===== config.mk =====
export PLATFORM = sky130hd
export DESIGN_NAME = mbm_mapper
export DESIGN_NICKNAME = d
export VERILOG_FILES = /design/src/hw/mbm_pkg.sv /design/src/hw/mbm_mapper.sv
export SDC_FILE = /design/constraint.sdc
export NUM_CORES = 1
export LEC_CHECK = 0
export ABC_AREA = 1
export BUFFER_PORTS_ARGS = -buffer_cell sky130_fd_sc_hd__buf_2
export CAP_MARGIN = 25
export CORE_ASPECT_RATIO = 1.4
export CORE_MARGIN = 8
export CORE_UTILIZATION = 40
export DETAILED_ROUTE_END_ITERATION = 10
export SYNTH_ARGS = -nofsm -noshare
export SYNTH_HDL_FRONTEND = slang
export SYNTH_SLANG_ARGS = --single-unit

===== constraint.sdc =====
create_clock -name mclk -period 1.6 [get_ports mclk]
set_clock_uncertainty 0.15 [all_clocks]
set_input_delay 0.16 -clock mclk [delete_from_list [all_inputs] [get_ports mclk]]
set_output_delay 0.16 -clock mclk [all_outputs]
set_load 0.01 [all_outputs]

===== src/hw/mbm_pkg.sv =====
// constants for the multicart bank mapper
package mbm_pkg;

  // decoded cpu address windows (inclusive)
  localparam logic [15:0] MBM_CFG_LO = 16'hff80;
  localparam logic [15:0] MBM_CFG_HI = 16'hff9f;
  localparam logic [15:0] MBM_LOCK_LO = 16'hffc0;
  localparam logic [15:0] MBM_LOCK_HI = 16'hffdf;
  localparam logic [15:0] MBM_BANK_LO = 16'hffe8;
  localparam logic [15:0] MBM_BANK_HI = 16'hfff7;

  // page_configuration fields
  localparam int MBM_CFG_MIRROR_BIT = 7;
  localparam int MBM_CFG_PAGE64_BIT = 6;
  localparam int MBM_CFG_DISABLE_BIT = 5;
  localparam int MBM_CFG_OUTER_MSB = 5;
  localparam int MBM_CFG_OUTER_LSB = 0;

  // inner_bank_select fields
  localparam int MBM_BANK_CHR_MSB = 6;
  localparam int MBM_BANK_CHR_MID = 5;
  localparam int MBM_BANK_CHR_LSB = 4;
  localparam int MBM_BANK_PRG_BIT = 0;

  // lockout_control fields
  localparam int MBM_LOCK_RST_BIT = 1;
  localparam int MBM_LOCK_OUT_BIT = 0;

  // reset values
  localparam logic [7:0] MBM_CFG_RESET = 8'h00;
  localparam logic [7:0] MBM_BANK_RESET = 8'h00;
  localparam logic [1:0] MBM_LOCK_RESET = 2'h0;

  // widths
  localparam int MBM_ADDR_W = 16;
  localparam int MBM_DATA_W = 8;
  localparam int MBM_PRG_BANK_W = 6;
  localparam int MBM_CHR_BANK_W = 8;
  localparam int MBM_SYNC_W = MBM_ADDR_W + MBM_DATA_W + 3;

endpackage : mbm_pkg


===== src/hw/mbm_mapper.sv =====
// multicart bank mapper: cpu-side register decode and rom bank outputs
`timescale 1ns/10ps
`default_nettype none

module mbm_mapper
  import mbm_pkg::*;
(
  input wire logic mclk,
  input wire logic rst_n,
  input wire logic clk_en,
  input wire logic console_reset_n,
  input wire logic cpu_m2,
  input wire logic cpu_rom_select_n,
  input wire logic [MBM_ADDR_W-1:0] cpu_addr,
  input wire logic [MBM_DATA_W-1:0] cpu_data,
  output logic [MBM_PRG_BANK_W-1:0] prg_rom_bank,
  output logic [MBM_CHR_BANK_W-1:0] character_rom_bank,
  output logic rom_disable,
  output logic mirror_horizontal,
  output logic lockout_chip_reset_out,
  output logic lockout_chip_data_out,
  output logic [MBM_DATA_W-1:0] page_configuration_q
);

  // two-stage synchroniser for the console reset and cpu bus pin inputs
  logic [MBM_SYNC_W-1:0] sync1_reg;
  logic [MBM_SYNC_W-1:0] sync2_reg;
  logic [MBM_SYNC_W-1:0] sync1_next;
  logic [MBM_SYNC_W-1:0] sync2_next;

  // bus-cycle capture
  logic m2_prev_reg;
  logic m2_prev_next;
  logic [MBM_ADDR_W-1:0] hold_addr_reg;
  logic [MBM_ADDR_W-1:0] hold_addr_next;
  logic [MBM_DATA_W-1:0] hold_data_reg;
  logic [MBM_DATA_W-1:0] hold_data_next;
  logic hold_rom_reg;
  logic hold_rom_next;

  // mapper registers
  logic [MBM_DATA_W-1:0] page_configuration_reg;
  logic [MBM_DATA_W-1:0] page_configuration_next;
  logic [MBM_DATA_W-1:0] inner_bank_select_reg;
  logic [MBM_DATA_W-1:0] inner_bank_select_next;
  logic [1:0] lockout_control_reg;
  logic [1:0] lockout_control_next;

  // registered outputs
  logic [MBM_PRG_BANK_W-1:0] prg_bank_reg;
  logic [MBM_PRG_BANK_W-1:0] prg_bank_next;
  logic [MBM_CHR_BANK_W-1:0] chr_bank_reg;
  logic [MBM_CHR_BANK_W-1:0] chr_bank_next;
  logic rom_disable_reg;
  logic rom_disable_next;
  logic mirror_reg;
  logic mirror_next;

  // synchronised views, second stage only
  logic s_console_reset_n;
  logic s_m2;
  logic s_rom_select_n;
  logic [MBM_ADDR_W-1:0] s_addr;
  logic [MBM_DATA_W-1:0] s_data;

  logic access_done;
  logic hit_cfg;
  logic hit_lock;
  logic hit_bank;
  logic cfg_locked;
  logic page64;

  assign {s_console_reset_n, s_m2, s_rom_select_n, s_addr, s_data} = sync2_reg;

  always_comb begin
    sync1_next = {console_reset_n, cpu_m2, cpu_rom_select_n, cpu_addr, cpu_data};
    sync2_next = sync1_reg;
  end

  // address and data are captured while m2 is high and held after it falls; the falling edge ends the access,
  // so reads and writes are treated identically
  always_comb begin
    m2_prev_next = s_m2;
    hold_addr_next = hold_addr_reg;
    hold_data_next = hold_data_reg;
    hold_rom_next = hold_rom_reg;
    if (s_m2) begin
      hold_addr_next = s_addr;
      hold_data_next = s_data;
      hold_rom_next = ~s_rom_select_n;
    end
  end

  assign access_done = m2_prev_reg & ~s_m2 & hold_rom_reg;

  // each window is a full range compare, so no address hits two registers
  always_comb begin
    hit_cfg = (hold_addr_reg >= MBM_CFG_LO) && (hold_addr_reg <= MBM_CFG_HI);
    hit_lock = (hold_addr_reg >= MBM_LOCK_LO) && (hold_addr_reg <= MBM_LOCK_HI);
    hit_bank = (hold_addr_reg >= MBM_BANK_LO) && (hold_addr_reg <= MBM_BANK_HI);
  end

  assign cfg_locked = (page_configuration_reg != MBM_CFG_RESET);
  assign page64 = page_configuration_reg[MBM_CFG_PAGE64_BIT];

  // data driven on a write is trusted to equal the rom byte; no contention check here
  always_comb begin
    page_configuration_next = page_configuration_reg;
    inner_bank_select_next = inner_bank_select_reg;
    // console reset leaves the lockout register alone
    lockout_control_next = lockout_control_reg;
    if (!s_console_reset_n) begin
      page_configuration_next = MBM_CFG_RESET;
      inner_bank_select_next = MBM_BANK_RESET;
    end else if (access_done) begin
      if (hit_cfg && !cfg_locked) begin
        page_configuration_next = hold_data_reg;
      end
      if (hit_bank) begin
        inner_bank_select_next = hold_data_reg;
      end
      if (hit_lock && cfg_locked) begin
        lockout_control_next = {hold_data_reg[MBM_LOCK_RST_BIT], hold_data_reg[MBM_LOCK_OUT_BIT]};
      end
    end
  end

  always_comb begin
    if (page64) begin
      prg_bank_next = {page_configuration_reg[MBM_CFG_OUTER_MSB:MBM_CFG_OUTER_LSB + 1],
                       inner_bank_select_reg[MBM_BANK_PRG_BIT]};
      chr_bank_next = {page_configuration_reg[MBM_CFG_OUTER_MSB:MBM_CFG_OUTER_LSB + 1],
                       inner_bank_select_reg[MBM_BANK_CHR_MSB:MBM_BANK_CHR_LSB]};
    end else begin
      prg_bank_next = page_configuration_reg[MBM_CFG_OUTER_MSB:MBM_CFG_OUTER_LSB];
      chr_bank_next = {page_configuration_reg[MBM_CFG_OUTER_MSB:MBM_CFG_OUTER_LSB],
                       inner_bank_select_reg[MBM_BANK_CHR_MID:MBM_BANK_CHR_LSB]};
    end
    rom_disable_next = page_configuration_reg[MBM_CFG_DISABLE_BIT];
    mirror_next = page_configuration_reg[MBM_CFG_MIRROR_BIT];
  end

  // synchroniser stages freeze with clk_en as well
  always_ff @(posedge mclk or negedge rst_n) begin
    if (!rst_n) begin
      sync1_reg <= '0;
      sync2_reg <= '0;
    end else if (clk_en) begin
      sync1_reg <= sync1_next;
      sync2_reg <= sync2_next;
    end
  end

  always_ff @(posedge mclk or negedge rst_n) begin
    if (!rst_n) begin
      m2_prev_reg <= 1'b0;
      hold_addr_reg <= '0;
      hold_data_reg <= '0;
      hold_rom_reg <= 1'b0;
    end else if (clk_en) begin
      m2_prev_reg <= m2_prev_next;
      hold_addr_reg <= hold_addr_next;
      hold_data_reg <= hold_data_next;
      hold_rom_reg <= hold_rom_next;
    end
  end

  // rst_n is power-up: of the two resets, it alone clears the lockout register
  always_ff @(posedge mclk or negedge rst_n) begin
    if (!rst_n) begin
      page_configuration_reg <= MBM_CFG_RESET;
      inner_bank_select_reg <= MBM_BANK_RESET;
      lockout_control_reg <= MBM_LOCK_RESET;
    end else if (clk_en) begin
      page_configuration_reg <= page_configuration_next;
      inner_bank_select_reg <= inner_bank_select_next;
      lockout_control_reg <= lockout_control_next;
    end
  end

  // bank, disable and mirror outputs lag the mapper registers by one edge so every pin is a flop
  always_ff @(posedge mclk or negedge rst_n) begin
    if (!rst_n) begin
      prg_bank_reg <= '0;
      chr_bank_reg <= '0;
      rom_disable_reg <= 1'b0;
      mirror_reg <= 1'b0;
    end else if (clk_en) begin
      prg_bank_reg <= prg_bank_next;
      chr_bank_reg <= chr_bank_next;
      rom_disable_reg <= rom_disable_next;
      mirror_reg <= mirror_next;
    end
  end

  assign prg_rom_bank = prg_bank_reg;
  assign character_rom_bank = chr_bank_reg;
  assign rom_disable = rom_disable_reg;
  assign mirror_horizontal = mirror_reg;
  assign lockout_chip_reset_out = lockout_control_reg[MBM_LOCK_RST_BIT];
  assign lockout_chip_data_out = lockout_control_reg[MBM_LOCK_OUT_BIT];
  assign page_configuration_q = page_configuration_reg;

endmodule : mbm_mapper

`default_nettype wire


==> results.txt <==
The flow ran to the end, and the final reports show no timing, DRC or antenna violations. The die is 132 um tall. Measured against the total synthesized area, the mux share comes to 0.0907. The most common library cell in the layout ignoring fill and taps is sky130_fd_sc_hd__dfrtp_1. The die covers about 0.013 sq mm. In the layout the commonest cells are sky130_fd_sc_hd__dfrtp_1 (95), sky130_fd_sc_hd__nand2_1 (88), sky130_fd_sc_hd__buf_2 (50). In the synthesized netlist, the number of instances is around 360. The fraction of layout cells with a size suffix above 1 came out at 0.211. The count of cells along the worst register-to-register path is 8. The total of fill cells in the finished design is around 830. The adder and majority gate portion of the synthesized area came out at 0. Clock-pin slew was measured on the worst setup and hold paths at around 0.060 ns. The number of global-route vias before repair came out at 2641.

The count of warnings emitted by yosys is 0. The maximum number of pins on one net before global-route repair came out at 40. For this run, the leading register cell type out of synthesis is sky130_fd_sc_hd__dfrtp_1. The most critical setup path has its endpoint at page_configuration_q[7]. The relative slew slack came out at 0.715. The internal power is 4.51 mW. The period utilization came out at 0.922. The HPWL reported at the end of detailed placement is 4880 um. The remaining antenna violation count is 0. The share of total power dissipated in sequential elements is 0.483. Dividing total power by cell area gives a power density of about 1200 mW/mm^2.

The root buffer cell is sky130_fd_sc_hd__clkbuf_16. The tightest min-delay check is of the in2reg type. The number of sinks on the clock net is 95. The floorplan has 42 rows. The startpoint of the worst-slack reg-to-reg timing path is sync2_reg[25]. The cell area reported after detailed placement came out at approximately 0.0042 sq mm. The detailed-route DRC error count came out at 0. The number of endpoints with negative hold slack in the final report is 0.

The register area share after synthesis came out at 0.618. The net switching power came out at around 1.3 mW. The net count of the mapped netlist came out at about 390. The compound-cell area share of the yosys netlist came out at 0.0728. The count of flip-flops with a built-in enable after synthesis came out at 0.

The layout overhead on the synthesized area came out at 25.6%. The worst voltage drop across the vdd grid came out at approximately 670 uV. The simple-gate portion of the synthesized area came out at 0.142. The H-tree was split into 3 levels.

The net total in the final layout is between 400 and 500. In the synthesized netlist the async set-or-reset flop fraction comes to 1.00. The slack of the worst reg-to-reg path is around 0.13 ns. The number of vias per cell after detailed routing is 4.69.

The total global routing track utilization is 0.117. The number of max-cap violations is 0. The first-pass GRT wire length came out at roughly 12000 um. The per-instance average area after synthesis is between 10 and 15 sq um. The final total power came out at a little under 6 mW.

The maximum frequency from static timing analysis came out at between 600 and 700 MHz. For the worst setup path, the data arrival time is 1.56 ns. The top-level I/O count came out at 56. The clock passes through at most 2 buffers. The static leakage power came out at 2.42 nW. STA classifies the critical path endpoint as a register. The number of antenna diodes in the final layout is 0. Setup repair after global routing left no endpoint under its margin. After detailed routing, the average wire length per cell comes to between 10 and 15 um. The type of origin of the critical path is a register. The transition time of the tightest slew-check pin came out at between 0.4 and 0.5 ns. The xor/xnor cell area share of the yosys netlist is 0.00228.

For this configuration, the core starts out at a cell density of 0.409. The number of antenna violations at the first check in global routing came out at 0. The region available for standard cell placement spans 0.00941 sq mm. After synthesis, the largest family of logic cells by area is simple AND/OR/NAND/NOR gates. The final setup violation count came out at 0. The worst hold slack across all endpoints is 0.0504 ns. The die width came out at 98.9 um. The number of pins exceeding their max-slew limit in the final report came out at 0.

Routability-driven placement finished with a final weighted congestion of between 0.7 and 0.8. The maximum net fanout on the critical path came out at 8. The part of the total power dissipated in combinational logic is 0.101. Of the total power, the clock network draws 0.416. Across all layers, the routed design uses around 2600 vias.

The remaining global-route overflow is 0. The core utilization of the finished layout is 0.514. The post-route standard cell area excluding fillers came out at between 0.004 and 0.005 sq mm. The number of clock buffers inserted by TritonCTS came out at 9. The worst path needs around 1.5 ns of the cycle, external delays included. The required time reported for the critical path endpoint is roughly 1.7 ns. The critical path starts at sync2_reg[25]. The final sum of negative setup slack came out at 0 ns.

The sum of routed wire length over all layers came out at 6880 um. The first routing iteration left 66 violations. The flop and latch count out of synthesis came out at between 90 and 100. The post-synthesis instance area is around 0.0038 sq mm. The post-CTS resize count came out at 0. The number of optimization iterations in the first detailed-route pass is 4. The number of different library cells in the post-synthesis netlist is 25. TritonCTS built the clock tree. Of the total power, the share spent switching nets is 0.229.

The worst register-to-register path ends at page_configuration_q[7]. The worst setup path is of the reg2reg kind. The clock latency on the worst-skew pair is 0.34 ns. The number of buffer cells added on primary ports came out at 52.
what timing repair did:
action	in CTS	in global routing
buffers inserted	0	1
setup endpoints to repair	0	8
hold buffers	25	0
endpoints found under the hold margin	119	0
logic make-up (layout without fill, tap and decap cells):
logic type	Yosys count	count (layout)
xor gates and xnor gates	1	1
muxes	31	31
AOI/OAI and AO/OA	52	52
buffers and inverters	58	135
DFF	95	95
and+or+nand+nor	122	122
cells in the mapped netlist (2+ instances only):
cell / count / area, sq um
sky130_fd_sc_hd__a31oi_1: 2 / 12.5
sky130_fd_sc_hd__buf_2: 11 / 55.1
sky130_fd_sc_hd__buf_4: 14 / 105
sky130_fd_sc_hd__clkbuf_1: 4 / 15.0
sky130_fd_sc_hd__dfrtp_1: 95 / 2380
sky130_fd_sc_hd__inv_1: 28 / 105
sky130_fd_sc_hd__mux2_1: 31 / 349
sky130_fd_sc_hd__nand2_1: 88 / 330
sky130_fd_sc_hd__nand3_1: 3 / 15.0
sky130_fd_sc_hd__nand4_1: 12 / 75.1
sky130_fd_sc_hd__nor2_1: 11 / 41.3
sky130_fd_sc_hd__nor2_4: 2 / 22.5
sky130_fd_sc_hd__o21ai_0: 8 / 40.0
sky130_fd_sc_hd__o21ai_1: 39 / 195
per-stage QoR:
stage               setup slack, ns  cells
finish                        0.125    546
global route                0.00745    546
CTS                          0.0685    545
detailed placement           0.0914    504
global placement              0.112    504
floorplan                     0.187    359
layer usage:
layer,share of wire,track usage,vias to the layer above
li1,-,-,1297
met1,0.44,0.130,1210
met2,0.48,0.191,46
met3,0.057,0.0407,10
met4,0.023,0.0617,0
met5,0,0,-
worst min-delay path by stage:
stage          startpoint                     to  cells past startpoint
2_1_floorplan       rst_n  character_rom_bank[0]                      0
3_3_place_gp        rst_n      mirror_horizontal                      1
3_5_place_dp        rst_n        prg_rom_bank[2]                      1
4_1_cts            clk_en          sync2_reg[25]                      3
5_1_grt            clk_en          sync2_reg[25]                      3
6_report           clk_en          sync2_reg[25]                      3
cell type report:
| cell class | instances | area [sq um] | area share |
|---|---|---|---|
| multi-input cells | 206 | 1190 | 0.245 |
| repair buffers | 90 | 676 | 0.140 |
| flip-flops and latches | 95 | 2380 | 0.492 |
| well taps | 110 | 138 | 0.0285 |
| clock inverters | 6 | 108 | 0.0223 |
| inverters | 29 | 109 | 0.0225 |
| clock buffers | 10 | 239 | 0.0495 |
power groups by stage:
stage               Clock [mW]  Combinational (mW)  Sequential (mW)
floorplan                    0               0.379             2.82
global placement             0               0.541             2.86
detailed placement           0               0.561             2.87
CTS                       2.52               0.610             2.83
global route              2.61               0.693             2.86
finish                    2.43               0.593             2.82
critical path: stages (launching register included):
cell	delay, ns
sky130_fd_sc_hd__dfrtp_1	0.38
sky130_fd_sc_hd__inv_2	0.06
sky130_fd_sc_hd__nand2_1	0.04
sky130_fd_sc_hd__nor2_1	0.18
sky130_fd_sc_hd__nand3_4	0.16
sky130_fd_sc_hd__o21bai_4	0.18
sky130_fd_sc_hd__nand2_4	0.09
sky130_fd_sc_hd__nand2_1	0.07
sky130_fd_sc_hd__nand2_1	0.05
No activity file was read; power rests on OpenSTA's default activity.
